--- src/hw/prs_params.svh ---
// Register map, field positions, masks and reset values of the picture resizer configuration
`ifndef PRS_PARAMS_SVH
`define PRS_PARAMS_SVH

// ------------------------------------------------------------
// Offsets
// ------------------------------------------------------------
`define PRS_OFF_MODE 8'h00
`define PRS_OFF_ROW_STEP 8'h04
`define PRS_OFF_VOFF_TOP 8'h08
`define PRS_OFF_VOFF_BOT 8'h0C
`define PRS_OFF_TARGET 8'h10
`define PRS_OFF_SOURCE 8'h14
`define PRS_OFF_AVG_INIT 8'h18
`define PRS_OFF_STRIP 8'h20
`define PRS_OFF_STATUS 8'h40

// ------------------------------------------------------------
// Writable bit masks and reset values
// ------------------------------------------------------------
`define PRS_MASK_MODE 32'h0000041F
`define PRS_MASK_ROW_STEP 32'h07FFFFFF
`define PRS_MASK_VOFF 32'h0FFFFFFF
`define PRS_MASK_TARGET 32'h777FF7FF
`define PRS_MASK_SOURCE 32'h077FF7FF
`define PRS_MASK_AVG_INIT 32'h000FFFFF
`define PRS_MASK_STRIP 32'h007FF000
`define PRS_RESET_VAL 32'h00000000

// ------------------------------------------------------------
// Field positions
// ------------------------------------------------------------
`define PRS_BIT_OUT_ILACE 0
`define PRS_BIT_LINEAR 1
`define PRS_BIT_BYPASS 2
`define PRS_BIT_INVERT 3
`define PRS_BIT_AVG_SEL 4
`define PRS_BIT_IN_ILACE 10
`define PRS_W_LSB 12
`define PRS_W_MSB 22
`define PRS_H_LSB 0
`define PRS_H_MSB 10
`define PRS_UPPER_A_LSB 28
`define PRS_UPPER_A_MSB 30
`define PRS_UPPER_B_LSB 24
`define PRS_UPPER_B_MSB 26
`define PRS_INIT_TOP_LSB 0
`define PRS_INIT_TOP_MSB 9
`define PRS_INIT_BOT_LSB 10
`define PRS_INIT_BOT_MSB 19

`endif

--- src/hw/prs_pkg.sv ---
// Types shared by the picture resizer configuration block
package prs_pkg;
	typedef enum logic [1:0] {
		PRS_FIELD_FRAME,
		PRS_FIELD_TOP,
		PRS_FIELD_BOTTOM
	} prs_field_kind_t;
endpackage : prs_pkg

--- src/hw/prs_resizer_config.sv ---
// Picture resizer configuration registers and per-field setting selection
//
// The plain strobed port was chosen for this implementation.
`timescale 1ns/1ns
`default_nettype none
`include "prs_params.svh"

module prs_resizer_config #(
	parameter int ADDR_W = 8,
	parameter int CNT_W = 8
) (
	input wire logic clk,
	input wire logic rst_b,
	input wire logic [ADDR_W-1:0] reg_addr,
	input wire logic [31:0] reg_wdata,
	input wire logic reg_wr,
	input wire logic reg_rd,
	output logic [31:0] reg_rdata,
	input wire logic field_start,
	input wire logic field_parity_flag,
	output logic resize_bypass,
	output logic vert_avg_select,
	output logic horiz_linear,
	output logic in_interlaced,
	output logic out_interlaced,
	output logic field_is_bottom,
	output logic [26:0] row_step,
	output logic [27:0] vert_offset,
	output logic [9:0] avg_init,
	output logic [10:0] target_width,
	output logic [10:0] target_height,
	output logic [10:0] source_width,
	output logic [10:0] source_height,
	output logic [2:0] nlin_init_upper,
	output logic [2:0] lin_inc_upper,
	output logic [2:0] nlin_inc_upper,
	output logic [10:0] right_strip
);

	// ------------------------------------------------------------
	// Software registers
	// ------------------------------------------------------------
	logic [31:0] mode_q;
	logic [31:0] row_step_q;
	logic [31:0] voff_top_q;
	logic [31:0] voff_bot_q;
	logic [31:0] target_q;
	logic [31:0] source_q;
	logic [31:0] avg_init_q;
	logic [31:0] strip_q;
	logic [31:0] rdata_q;
	logic [31:0] rdata_d;
	logic [CNT_W-1:0] field_cnt_q;
	prs_pkg::prs_field_kind_t kind_q;
	prs_pkg::prs_field_kind_t kind_d;

	function automatic logic [31:0] masked(input logic [31:0] v, input logic [31:0] m);
		masked = v & m;
	endfunction : masked

	// Reserved bits are never stored, so they read as zero
	always_ff @(posedge clk or negedge rst_b) begin
		if (!rst_b) begin
			mode_q <= `PRS_RESET_VAL;
			row_step_q <= `PRS_RESET_VAL;
			voff_top_q <= `PRS_RESET_VAL;
			voff_bot_q <= `PRS_RESET_VAL;
			target_q <= `PRS_RESET_VAL;
			source_q <= `PRS_RESET_VAL;
			avg_init_q <= `PRS_RESET_VAL;
			strip_q <= `PRS_RESET_VAL;
		end else if (reg_wr) begin
			if (reg_addr == `PRS_OFF_MODE) begin
				mode_q <= masked(reg_wdata, `PRS_MASK_MODE);
			end else if (reg_addr == `PRS_OFF_ROW_STEP) begin
				row_step_q <= masked(reg_wdata, `PRS_MASK_ROW_STEP);
			end else if (reg_addr == `PRS_OFF_VOFF_TOP) begin
				voff_top_q <= masked(reg_wdata, `PRS_MASK_VOFF);
			end else if (reg_addr == `PRS_OFF_VOFF_BOT) begin
				voff_bot_q <= masked(reg_wdata, `PRS_MASK_VOFF);
			end else if (reg_addr == `PRS_OFF_TARGET) begin
				target_q <= masked(reg_wdata, `PRS_MASK_TARGET);
			end else if (reg_addr == `PRS_OFF_SOURCE) begin
				source_q <= masked(reg_wdata, `PRS_MASK_SOURCE);
			end else if (reg_addr == `PRS_OFF_AVG_INIT) begin
				avg_init_q <= masked(reg_wdata, `PRS_MASK_AVG_INIT);
			end else if (reg_addr == `PRS_OFF_STRIP) begin
				strip_q <= masked(reg_wdata, `PRS_MASK_STRIP);
			end
		end
	end

	// ------------------------------------------------------------
	// Read path
	// ------------------------------------------------------------
	always_comb begin
		rdata_d = 32'h00000000;
		if (reg_addr == `PRS_OFF_MODE) begin
			rdata_d = mode_q;
		end else if (reg_addr == `PRS_OFF_ROW_STEP) begin
			rdata_d = row_step_q;
		end else if (reg_addr == `PRS_OFF_VOFF_TOP) begin
			rdata_d = voff_top_q;
		end else if (reg_addr == `PRS_OFF_VOFF_BOT) begin
			rdata_d = voff_bot_q;
		end else if (reg_addr == `PRS_OFF_TARGET) begin
			rdata_d = target_q;
		end else if (reg_addr == `PRS_OFF_SOURCE) begin
			rdata_d = source_q;
		end else if (reg_addr == `PRS_OFF_AVG_INIT) begin
			rdata_d = avg_init_q;
		end else if (reg_addr == `PRS_OFF_STRIP) begin
			rdata_d = strip_q;
		end else if (reg_addr == `PRS_OFF_STATUS) begin
			rdata_d = {16'h0000, 8'(field_cnt_q), 5'h00, field_is_bottom, 2'(kind_q)};
		end
	end

	// Data stands only in the cycle after the strobe; zero otherwise
	always_ff @(posedge clk or negedge rst_b) begin
		if (!rst_b) begin
			rdata_q <= 32'h00000000;
		end else if (reg_rd) begin
			rdata_q <= rdata_d;
		end else begin
			rdata_q <= 32'h00000000;
		end
	end

	assign reg_rdata = rdata_q;

	// ------------------------------------------------------------
	// Field classification
	// ------------------------------------------------------------
	logic mode_in_il;
	logic mode_out_il;
	logic mode_vert_il;
	logic bottom_d;

	assign mode_in_il = mode_q[`PRS_BIT_IN_ILACE];
	assign mode_out_il = mode_q[`PRS_BIT_OUT_ILACE];
	// Vertical path works on fields whenever either side is interlaced
	assign mode_vert_il = mode_in_il | mode_out_il;
	// The flag is trusted as given; software owns the invert setting
	assign bottom_d = mode_q[`PRS_BIT_INVERT] ? field_parity_flag : !field_parity_flag;

	always_comb begin
		if (!mode_vert_il) begin
			kind_d = prs_pkg::PRS_FIELD_FRAME;
		end else if (bottom_d) begin
			kind_d = prs_pkg::PRS_FIELD_BOTTOM;
		end else begin
			kind_d = prs_pkg::PRS_FIELD_TOP;
		end
	end

	// ------------------------------------------------------------
	// Settings applied per field
	// ------------------------------------------------------------
	// Settings are captured only at field start so a mid-field write cannot tear a picture
	always_ff @(posedge clk or negedge rst_b) begin
		if (!rst_b) begin
			kind_q <= prs_pkg::PRS_FIELD_FRAME;
			field_is_bottom <= 1'b0;
			field_cnt_q <= '0;
		end else if (field_start) begin
			kind_q <= kind_d;
			field_is_bottom <= bottom_d;
			field_cnt_q <= field_cnt_q + 1'b1;
		end
	end

	always_ff @(posedge clk or negedge rst_b) begin
		if (!rst_b) begin
			vert_offset <= 28'h0000000;
		end else if (field_start) begin
			case (kind_d)
				prs_pkg::PRS_FIELD_BOTTOM: vert_offset <= voff_bot_q[27:0];
				default: vert_offset <= voff_top_q[27:0];
			endcase
		end
	end

	// Bottom init only applies to interlaced input; polyphase mode gets zero
	always_ff @(posedge clk or negedge rst_b) begin
		if (!rst_b) begin
			avg_init <= 10'h000;
		end else if (field_start) begin
			if (!mode_q[`PRS_BIT_AVG_SEL]) begin
				avg_init <= 10'h000;
			end else if (mode_in_il && bottom_d) begin
				avg_init <= avg_init_q[`PRS_INIT_BOT_MSB:`PRS_INIT_BOT_LSB];
			end else begin
				avg_init <= avg_init_q[`PRS_INIT_TOP_MSB:`PRS_INIT_TOP_LSB];
			end
		end
	end

	always_ff @(posedge clk or negedge rst_b) begin
		if (!rst_b) begin
			resize_bypass <= 1'b0;
			vert_avg_select <= 1'b0;
			horiz_linear <= 1'b0;
			in_interlaced <= 1'b0;
			out_interlaced <= 1'b0;
			row_step <= 27'h0000000;
		end else if (field_start) begin
			resize_bypass <= mode_q[`PRS_BIT_BYPASS];
			vert_avg_select <= mode_q[`PRS_BIT_AVG_SEL];
			horiz_linear <= mode_q[`PRS_BIT_LINEAR];
			in_interlaced <= mode_in_il;
			out_interlaced <= mode_out_il;
			row_step <= row_step_q[26:0];
		end
	end

	always_ff @(posedge clk or negedge rst_b) begin
		if (!rst_b) begin
			target_width <= 11'h000;
			target_height <= 11'h000;
			source_width <= 11'h000;
			source_height <= 11'h000;
			nlin_init_upper <= 3'h0;
			lin_inc_upper <= 3'h0;
			nlin_inc_upper <= 3'h0;
		end else if (field_start) begin
			target_width <= target_q[`PRS_W_MSB:`PRS_W_LSB];
			target_height <= target_q[`PRS_H_MSB:`PRS_H_LSB];
			source_width <= source_q[`PRS_W_MSB:`PRS_W_LSB];
			source_height <= source_q[`PRS_H_MSB:`PRS_H_LSB];
			nlin_init_upper <= target_q[`PRS_UPPER_A_MSB:`PRS_UPPER_A_LSB];
			lin_inc_upper <= target_q[`PRS_UPPER_B_MSB:`PRS_UPPER_B_LSB];
			nlin_inc_upper <= source_q[`PRS_UPPER_B_MSB:`PRS_UPPER_B_LSB];
		end
	end

	// Linear mode has no strip; zero keeps the horizontal path fully linear
	always_ff @(posedge clk or negedge rst_b) begin
		if (!rst_b) begin
			right_strip <= 11'h000;
		end else if (field_start) begin
			right_strip <= mode_q[`PRS_BIT_LINEAR] ? 11'h000 : strip_q[`PRS_W_MSB:`PRS_W_LSB];
		end
	end
endmodule : prs_resizer_config
`default_nettype wire

--- config.mk ---
export PLATFORM = sky130hd
export DESIGN_NAME = prs_resizer_config
export DESIGN_NICKNAME = d
export VERILOG_FILES = /design/src/hw/prs_pkg.sv /design/src/hw/prs_resizer_config.sv
export VERILOG_INCLUDE_DIRS = /design/src /design/src/hw
export SDC_FILE = /design/constraint.sdc
export NUM_CORES = 1
export LEC_CHECK = 0
export BUFFER_PORTS_ARGS = -buffer_cell sky130_fd_sc_hd__buf_2
export CAP_MARGIN = 20
export CELL_PAD_IN_SITES_DETAIL_PLACEMENT = 0
export CELL_PAD_IN_SITES_GLOBAL_PLACEMENT = 1
export CORE_MARGIN = 2
export CORE_UTILIZATION = 48
export CTS_BUF_LIST = sky130_fd_sc_hd__clkbuf_4 sky130_fd_sc_hd__clkbuf_8
export CTS_CLUSTER_DIAMETER = 30
export DETAILED_ROUTE_END_ITERATION = 7
export HOLD_SLACK_MARGIN = 0.03
export PLACE_DENSITY_LB_ADDON = 0.1
export SYNTH_ARGS = -nofsm -noshare
export SYNTH_HDL_FRONTEND = slang
export SYNTH_SLANG_ARGS = --single-unit
export TNS_END_PERCENT = 10
--- constraint.sdc ---
create_clock -name clk -period 2.33 [get_ports clk]
set_input_delay 0.3495 -clock clk [delete_from_list [all_inputs] [get_ports clk]]
set_output_delay 0.3495 -clock clk [all_outputs]
set_load 0.02 [all_outputs]
==> results.cfg, run 1 <==
[die]
fp.dieW_um = 181
core_area_um2 = 30800
top_level_ports = 213
start_util = 0.490
die_y_um = 181
dieArea_um2 = 32900
num_rows = 64

[global_routing]
grt-ovfl-total = 0
grt_antenna_before_repair = 4
globalRouteTotalUtil = 0.262
grt_pass1_vias = 11000
grt_start_max_net_pins = 71
grt_pass1_wl_um = 65700

[clock_tree]
root_buffer = clkbuf_8
clk_pin_slew_ns = 0.06
cts_tree = yes
cts_buffers = 73
htreeDepth = 3
clk_latency_ns = 0.59
ctsResizeCount = 0
cts_sinks = 349
clock_path_buffers = 3

[synthesis]
yosys-top-cells-area = dfrtp_1 (58%), mux2_2 (18%), mux2i_1 (2.9%)
yosys_warnings = 0
async_flop_share = 1.00
ys_ff_latch = 349
synth_ff_type = dfrtp_1
seq_area_frac_synth = 0.578
synth-edff-count = 0
synth_top_area_cell = dfrtp_1
syn_nets = 1194
synthCells = 1147
avgSynthCellArea_um2 = 13.2
synth_top_area_share = 0.578
netlist_area_um2 = 15100
netlist-cell-type-count = 68

[finish]
multi_input_area_um2 = 5920
drive_gt1_frac = 0.468
final_nets = 1493
ff_latch_area_um2 = 8730
area_growth_syn_to_layout_pct = 25.0
fill_cells = 2589
antenna_cells = 0

[timing]
slew_headroom = 0.431
worst_pin_slew_ns = 0.852
setup_tns_ns = 0
max_freq_mhz = 556
rsz0062_at_grt = false
maxSlewViolCount = 0
hold_viol = 0
setup_viol = 0
period_needed_ns = 1.80
skew_ns = 0.0270
fin_crit_sh = 0.771

[route]
drtIter0Drc = 816
dr.pass1.iters = 5
antenna_left = 0
viasPerCell = 5.61
detail_route.wl_per_cell_um = 22.5
route.detailed.drc = 0
vias = 10600
totalWireLength_um = 42600

[placement]
dp_hpwl_um = 30000
numPortBuffers = 210
place.gp.congestion = 0.873

[power_and_ir_drop]
vdd_drop_max_v = 0.000467
p_total_mw = 15.6
power.density_nw_per_um2 = 823
leakagePower_nw = 9.67

[worst_setup_path]
ff2ff_path_depth = 5
cp_max_fo = 19
rrSetupSlack_ns = 0.53
r2r_end = vert_offset[4]
critPathArrivalTime_ns = 2.25
crit_required_ns = 2.79
setup.worst_path.start_class = flip-flop
critical_path_class = reg2reg
r2r-start = mode_q[3]
endpoint_kind = flip-flop

[hold_path]
worst_hold_path_type = in2reg
hold_end = voff_bot_q[27]
min_path_cells = 2
worstHoldStart = reg_wdata[27]

[run]
drv_cap = 0

[outcome]
status = finished clean
worst max-delay path by stage:
stage                      startpoint              end  slack, ns  depth (start not counted)
after floorplan           reg_addr[7]   avg_init_q[11]       0.21                          7
after global placement    reg_addr[7]    reg_rdata[20]       0.08                          6
after detailed placement  reg_addr[5]   voff_top_q[11]       0.09                          8
after CTS                   mode_q[3]  vert_offset[10]       0.54                          5
after global routing        mode_q[3]  vert_offset[19]       0.46                          5
final                       mode_q[3]   vert_offset[4]       0.53                          5
layout make-up:
class | instances | area share
inverters | 29 | 0.00576
multi-input cells | 699 | 0.313
flip-flops and latches | 349 | 0.462
well taps | 396 | 0.0262
clock inverters | 29 | 0.0232
clock buffers | 101 | 0.0699
repair buffers | 294 | 0.0997
power breakdown:
group	total (mW)	internal [mW]	switching (mW)	leakage, nW
sequential	6.69	6.41	0.284	4.76
combinational	1.32	0.545	0.771	4.02
clock	7.56	4.82	2.74	0.896
repair_timing:
item	4_1_cts	5_1_grt
buffers inserted	0	0
hold endpoints to repair	57	0
endpoints found under the setup margin	0	0
hold buffers	5	0
critical path: stages, from the launching register on:
cell and delay (ns):
dfrtp_1 0.40, xnor2_1 0.38, o21a_2 0.26, buf_12 0.21, mux2i_1 0.31, a21oi_1 0.11
cell families (layout without fill, tap and decap cells):
| kind of cell | Yosys count | count (layout) | share of synthesized area |
|---|---|---|---|
| adder cells (fa/ha/maj) | 1 | 1 | 0.000827 |
| flip-flops | 349 | 349 | 0.578 |
| AO/OA/AOI/OAI | 209 | 209 | 0.0870 |
| XOR/XNOR | 8 | 8 | 0.00463 |
| multiplexers | 305 | 305 | 0.228 |
| buffers and inverters | 99 | 453 | 0.0308 |
| other | 1 | 1 | 0.000248 |
| AND/OR/NAND/NOR | 175 | 175 | 0.0704 |
synth_stat cells, drive strengths merged, types with 7 or more instances:
| library cell | n |
|---|---|
| a21oi | 66 |
| a22o | 7 |
| a22oi | 13 |
| and3 | 7 |
| buf | 35 |
| clkbuf | 35 |
| dfrtp | 349 |
| inv | 29 |
| mux2 | 261 |
| mux2i | 44 |
| nand2 | 32 |
| nand3 | 10 |
| nand3b | 14 |
| nand4 | 8 |
| nor2 | 52 |
| nor3 | 13 |
| nor3b | 7 |
| o21ai | 49 |
| o221ai | 8 |
| o22ai | 20 |
| o2bb2ai | 9 |
registers in the layout, summed over array words and instances, names as in the netlist, 6 cells and up:
| signal | count |
|---|---|
| source_q | 25 |
| right_strip | 11 |
| strip_q | 11 |
| field_cnt_q | 8 |
| source_height | 11 |
| voff_bot_q | 28 |
| target_height | 11 |
| row_step_q | 27 |
| target_q | 28 |
| source_width | 11 |
| reg_rdata | 31 |
| avg_init_q | 20 |
| avg_init | 10 |
| row_step | 27 |
| vert_offset | 28 |
| voff_top_q | 28 |
| target_width | 11 |
| mode_q | 6 |
stage by stage:
stage               worst slack [ns]  hold WS [ns]  area [µm²]   util  instances
CTS                            0.541        0.0353       18900  0.613       1897
global route                   0.461        0.0492       18900  0.613       1897
detailed placement            0.0864         0.328       17100  0.555       1762
global placement              0.0794         0.328       17100  0.555       1762
floorplan                      0.209        0.0539       15100      -       1147
finish                         0.533        0.0511       18900  0.613       1897
layout by cell type (no fill, tap or decap), types with 20 or more instances in the layout:
| cell | netlist | routed |
|---|---|---|
| mux2_2 | 240 | 240 |
| a21oi_1 | 66 | 66 |
| buf_4 | 7 | 65 |
| o22ai_1 | 20 | 20 |
| clkbuf_8 | 0 | 90 |
| dfrtp_1 | 349 | 349 |
| buf_2 | 18 | 208 |
| o21ai_0 | 49 | 49 |
| mux2i_1 | 44 | 44 |
| inv_1 | 29 | 29 |
| nand2_1 | 29 | 29 |
| nor2_1 | 48 | 48 |
| mux2_4 | 20 | 20 |
layer usage:
layer / wire length (µm) / track usage
met5: 25 / 0
met2: 20300 / 0.423
met3: 2590 / 0.0531
met4: 440 / 0.0550
met1: 19300 / 0.370
Power figures use the tool's default switching activity.
==> inputs of run 2 (changes only) <==
ABC_AREA = 1   (was default)
CORE_UTILIZATION = 40   (was 48)
clock period = 1.5 ns   (was 2.33 ns; I/O delays follow)
==> results.cfg, run 2 <==
[power_and_ir_drop]
leakagePower_nw = 10.1
p_total_mw = 25.2
vdd_drop_max_v = 0.000770
power.density_nw_per_um2 = 1310

[placement]
place.gp.congestion = 0.946
numPortBuffers = 210
dp_hpwl_um = 38000
place_ws_ns = -0.541

[synthesis]
synthCells = 1679
netlist-cell-type-count = 39
synth-edff-count = 0
synth_ff_type = dfrtp_1
yosys-top-cells-area = dfrtp_1 (60%), nand2_1 (15%), o21ai_0 (7.3%)
yosysMostFrequentCell = nand2_1
synth_common_cells = nand2_1 (601), dfrtp_1 (349), o21ai_0 (213)
avgSynthCellArea_um2 = 8.73
ys_ff_latch = 349
synth_top_area_share = 0.596
syn_nets = 1726
seq_area_frac_synth = 0.596
async_flop_share = 1.00
synth_top_area_cell = dfrtp_1
yosys_warnings = 0
netlist_area_um2 = 14700

[clock_tree]
cts_buffers = 82
root_buffer = clkbuf_8
clk_pin_slew_ns = 0.05
cts_sinks = 349
clock_path_buffers = 3
clk_latency_ns = 0.63
cts_tree = yes
htreeDepth = 3

[worst_setup_path]
crit_required_ns = 2.05
critPathTopFamily = flip-flops
crit_path_frequent_cell = buf_4
worst-path-buf-inv = 3
endpoint_kind = flip-flop
critPathArrivalTime_ns = 2.04
cp_max_fo = 8
critical_path_class = reg2reg
worstPathCellList = xnor2_2 > buf_4 > nand2_4 > inv_2 > buf_4 > nand2_1 > a21oi_2
cpPeakStageDelay_ns = 0.43
setup.worst_path.start_class = flip-flop
cp_slowest_cell = dfrtp_1

[die]
start_util = 0.403
dieArea_um2 = 38200
top_level_ports = 213
core_area_um2 = 36300
die_y_um = 195
fp.dieW_um = 195
num_rows = 70

[route]
detail_route.wl_per_cell_um = 20.6
viasPerCell = 5.05
totalWireLength_um = 52600
drtIter0Drc = 1000
route.detailed.drc = 0
antenna_left = 0
vias = 12900
dr.pass1.iters = 5

[global_routing]
grt_pass1_vias = 12800
grt_pass1_wl_um = 79300
grt_start_max_net_pins = 69
globalRouteTotalUtil = 0.279
grt_antenna_before_repair = 0
grt-ovfl-total = 0

[timing]
setup_ws_ns = 0.0145
skew_ns = 0.0167
setup_viol = 0
period_needed_ns = 1.49
rsz0062_at_grt = true
hold_viol = 0
slew_headroom = 0.647
maxSlewViolCount = 0
worst_pin_slew_ns = 0.529
fin_crit_sh = 0.990
max_freq_mhz = 673
setup_tns_ns = 0

[finish]
drive_gt1_frac = 0.261
fill_cells = 3482
antenna_cells = 0
final_cell_mix = nand2_1 (598), dfrtp_1 (346), o21ai_0 (210)
area_growth_syn_to_layout_pct = 31.6
largest_reg_flops = 31
final_nets = 2072
final_common_cell = nand2_1

[hold_path]
worst_hold_path_type = in2reg

[run]
drv_cap = 0

[outcome]
status = finished clean
run 2: changes by cell type in the layout (fill, tap and decap cells not counted), sizes merged, moves of 13 or more:
| cell | before | now |
|---|---|---|
| a21oi | 66 | 91 |
| a22oi | 13 | 0 |
| buf | 289 | 337 |
| clkbuf | 101 | 119 |
| inv | 32 | 115 |
| mux2 | 261 | 0 |
| mux2i | 44 | 1 |
| nand2 | 32 | 604 |
| nand3 | 10 | 33 |
| nand3b | 14 | 0 |
| nor2 | 52 | 90 |
| o21ai | 49 | 247 |
| o22ai | 20 | 7 |
run 2: path summary, 6_finish.rpt:
path / start / end / slack, ns / cells past startpoint
max in group asynchronous: rst_b / right_strip[3] / 0.67 / 3
worst max-delay path: mode_q[3] / vert_offset[10] / 0.01 / 7
worst max register to register: mode_q[3] / vert_offset[10] / 0.01 / 7
worst min-delay path: reg_wdata[22] / strip_q[22] / 0.04 / 3
min in group asynchronous: rst_b / reg_rdata[30] / 0.11 / 2
worst min register to register: source_width[8] / source_width[8] / 0.46 / 2
run 2: logic make-up (layout without fill, tap and decap cells):
| group | count (synthesis) | count (layout) | share of synthesized area |
|---|---|---|---|
| fa+ha+maj | 1 | 1 | 0.000854 |
| mux | 1 | 1 | 0.000683 |
| flops | 349 | 349 | 0.596 |
| simple gates | 737 | 737 | 0.197 |
| other cells | 1 | 1 | 0.000256 |
| buf+inv | 201 | 611 | 0.0575 |
| compound gates | 381 | 381 | 0.143 |
| xor+xnor | 8 | 8 | 0.00478 |
run 2: what timing repair did:
| action | CTS | global route |
|---|---|---|
| gates cloned | 0 | 0 |
| endpoints found under the setup margin | 42 | 36 |
| endpoints found under the hold margin | 379 | 0 |
| pin swaps | 1 | 2 |
| resized for setup | 15 | 14 |
| buffers inserted | 1 | 2 |
| hold buffers | 12 | 0 |
run 2: per-stage QoR:
step / utilization / instances / hold WS [ns] / area (µm²)
after detailed placement: 0.472 / 2395 / 0.173 / 17100
after global routing: 0.531 / 2557 / 0.0602 / 19300
final: 0.531 / 2557 / 0.0449 / 19300
after floorplan: - / 1679 / -0.0706 / 14700
after global placement: 0.472 / 2395 / 0.170 / 17100
after CTS: 0.529 / 2555 / 0.0339 / 19200
run 2: worst register-to-register path: cells and delay by family, from the launching register on:
kind                   cells  cell delay (ns)
XOR/XNOR                   1             0.21
AND/OR/NAND/NOR            2             0.20
AO/OA/AOI/OAI              1             0.15
buffers and inverters      3             0.42
flip-flops                 1             0.43
run 2: final cells by class:
| cell class | instances | area, µm² | share of cell area |
|---|---|---|---|
| Multi-Input combinational cell | 1129 | 5130 | 0.266 |
| Clock buffer | 119 | 1540 | 0.0800 |
| Clock inverter | 29 | 384 | 0.0199 |
| Inverter | 114 | 433 | 0.0224 |
| Tap cell | 468 | 586 | 0.0304 |
| Timing Repair Buffer | 349 | 2470 | 0.128 |
| Sequential cell | 349 | 8740 | 0.453 |
run 2: routing by layer:
metal | GRT usage | vias up | part of all wire
met5 | 0 | - | 0
met4 | 0.109 | 0 | 0.030
met3 | 0.0458 | 89 | 0.060
met2 | 0.433 | 465 | 0.46
met1 | 0.393 | 6226 | 0.45
li1 | - | 6126 | -
run 2: where the power goes:
group,total [mW],switching (mW),internal [mW]
Combinational,2.20,1.44,0.755
Clock,12.6,4.60,8.02
Sequential,10.4,0.442,9.96
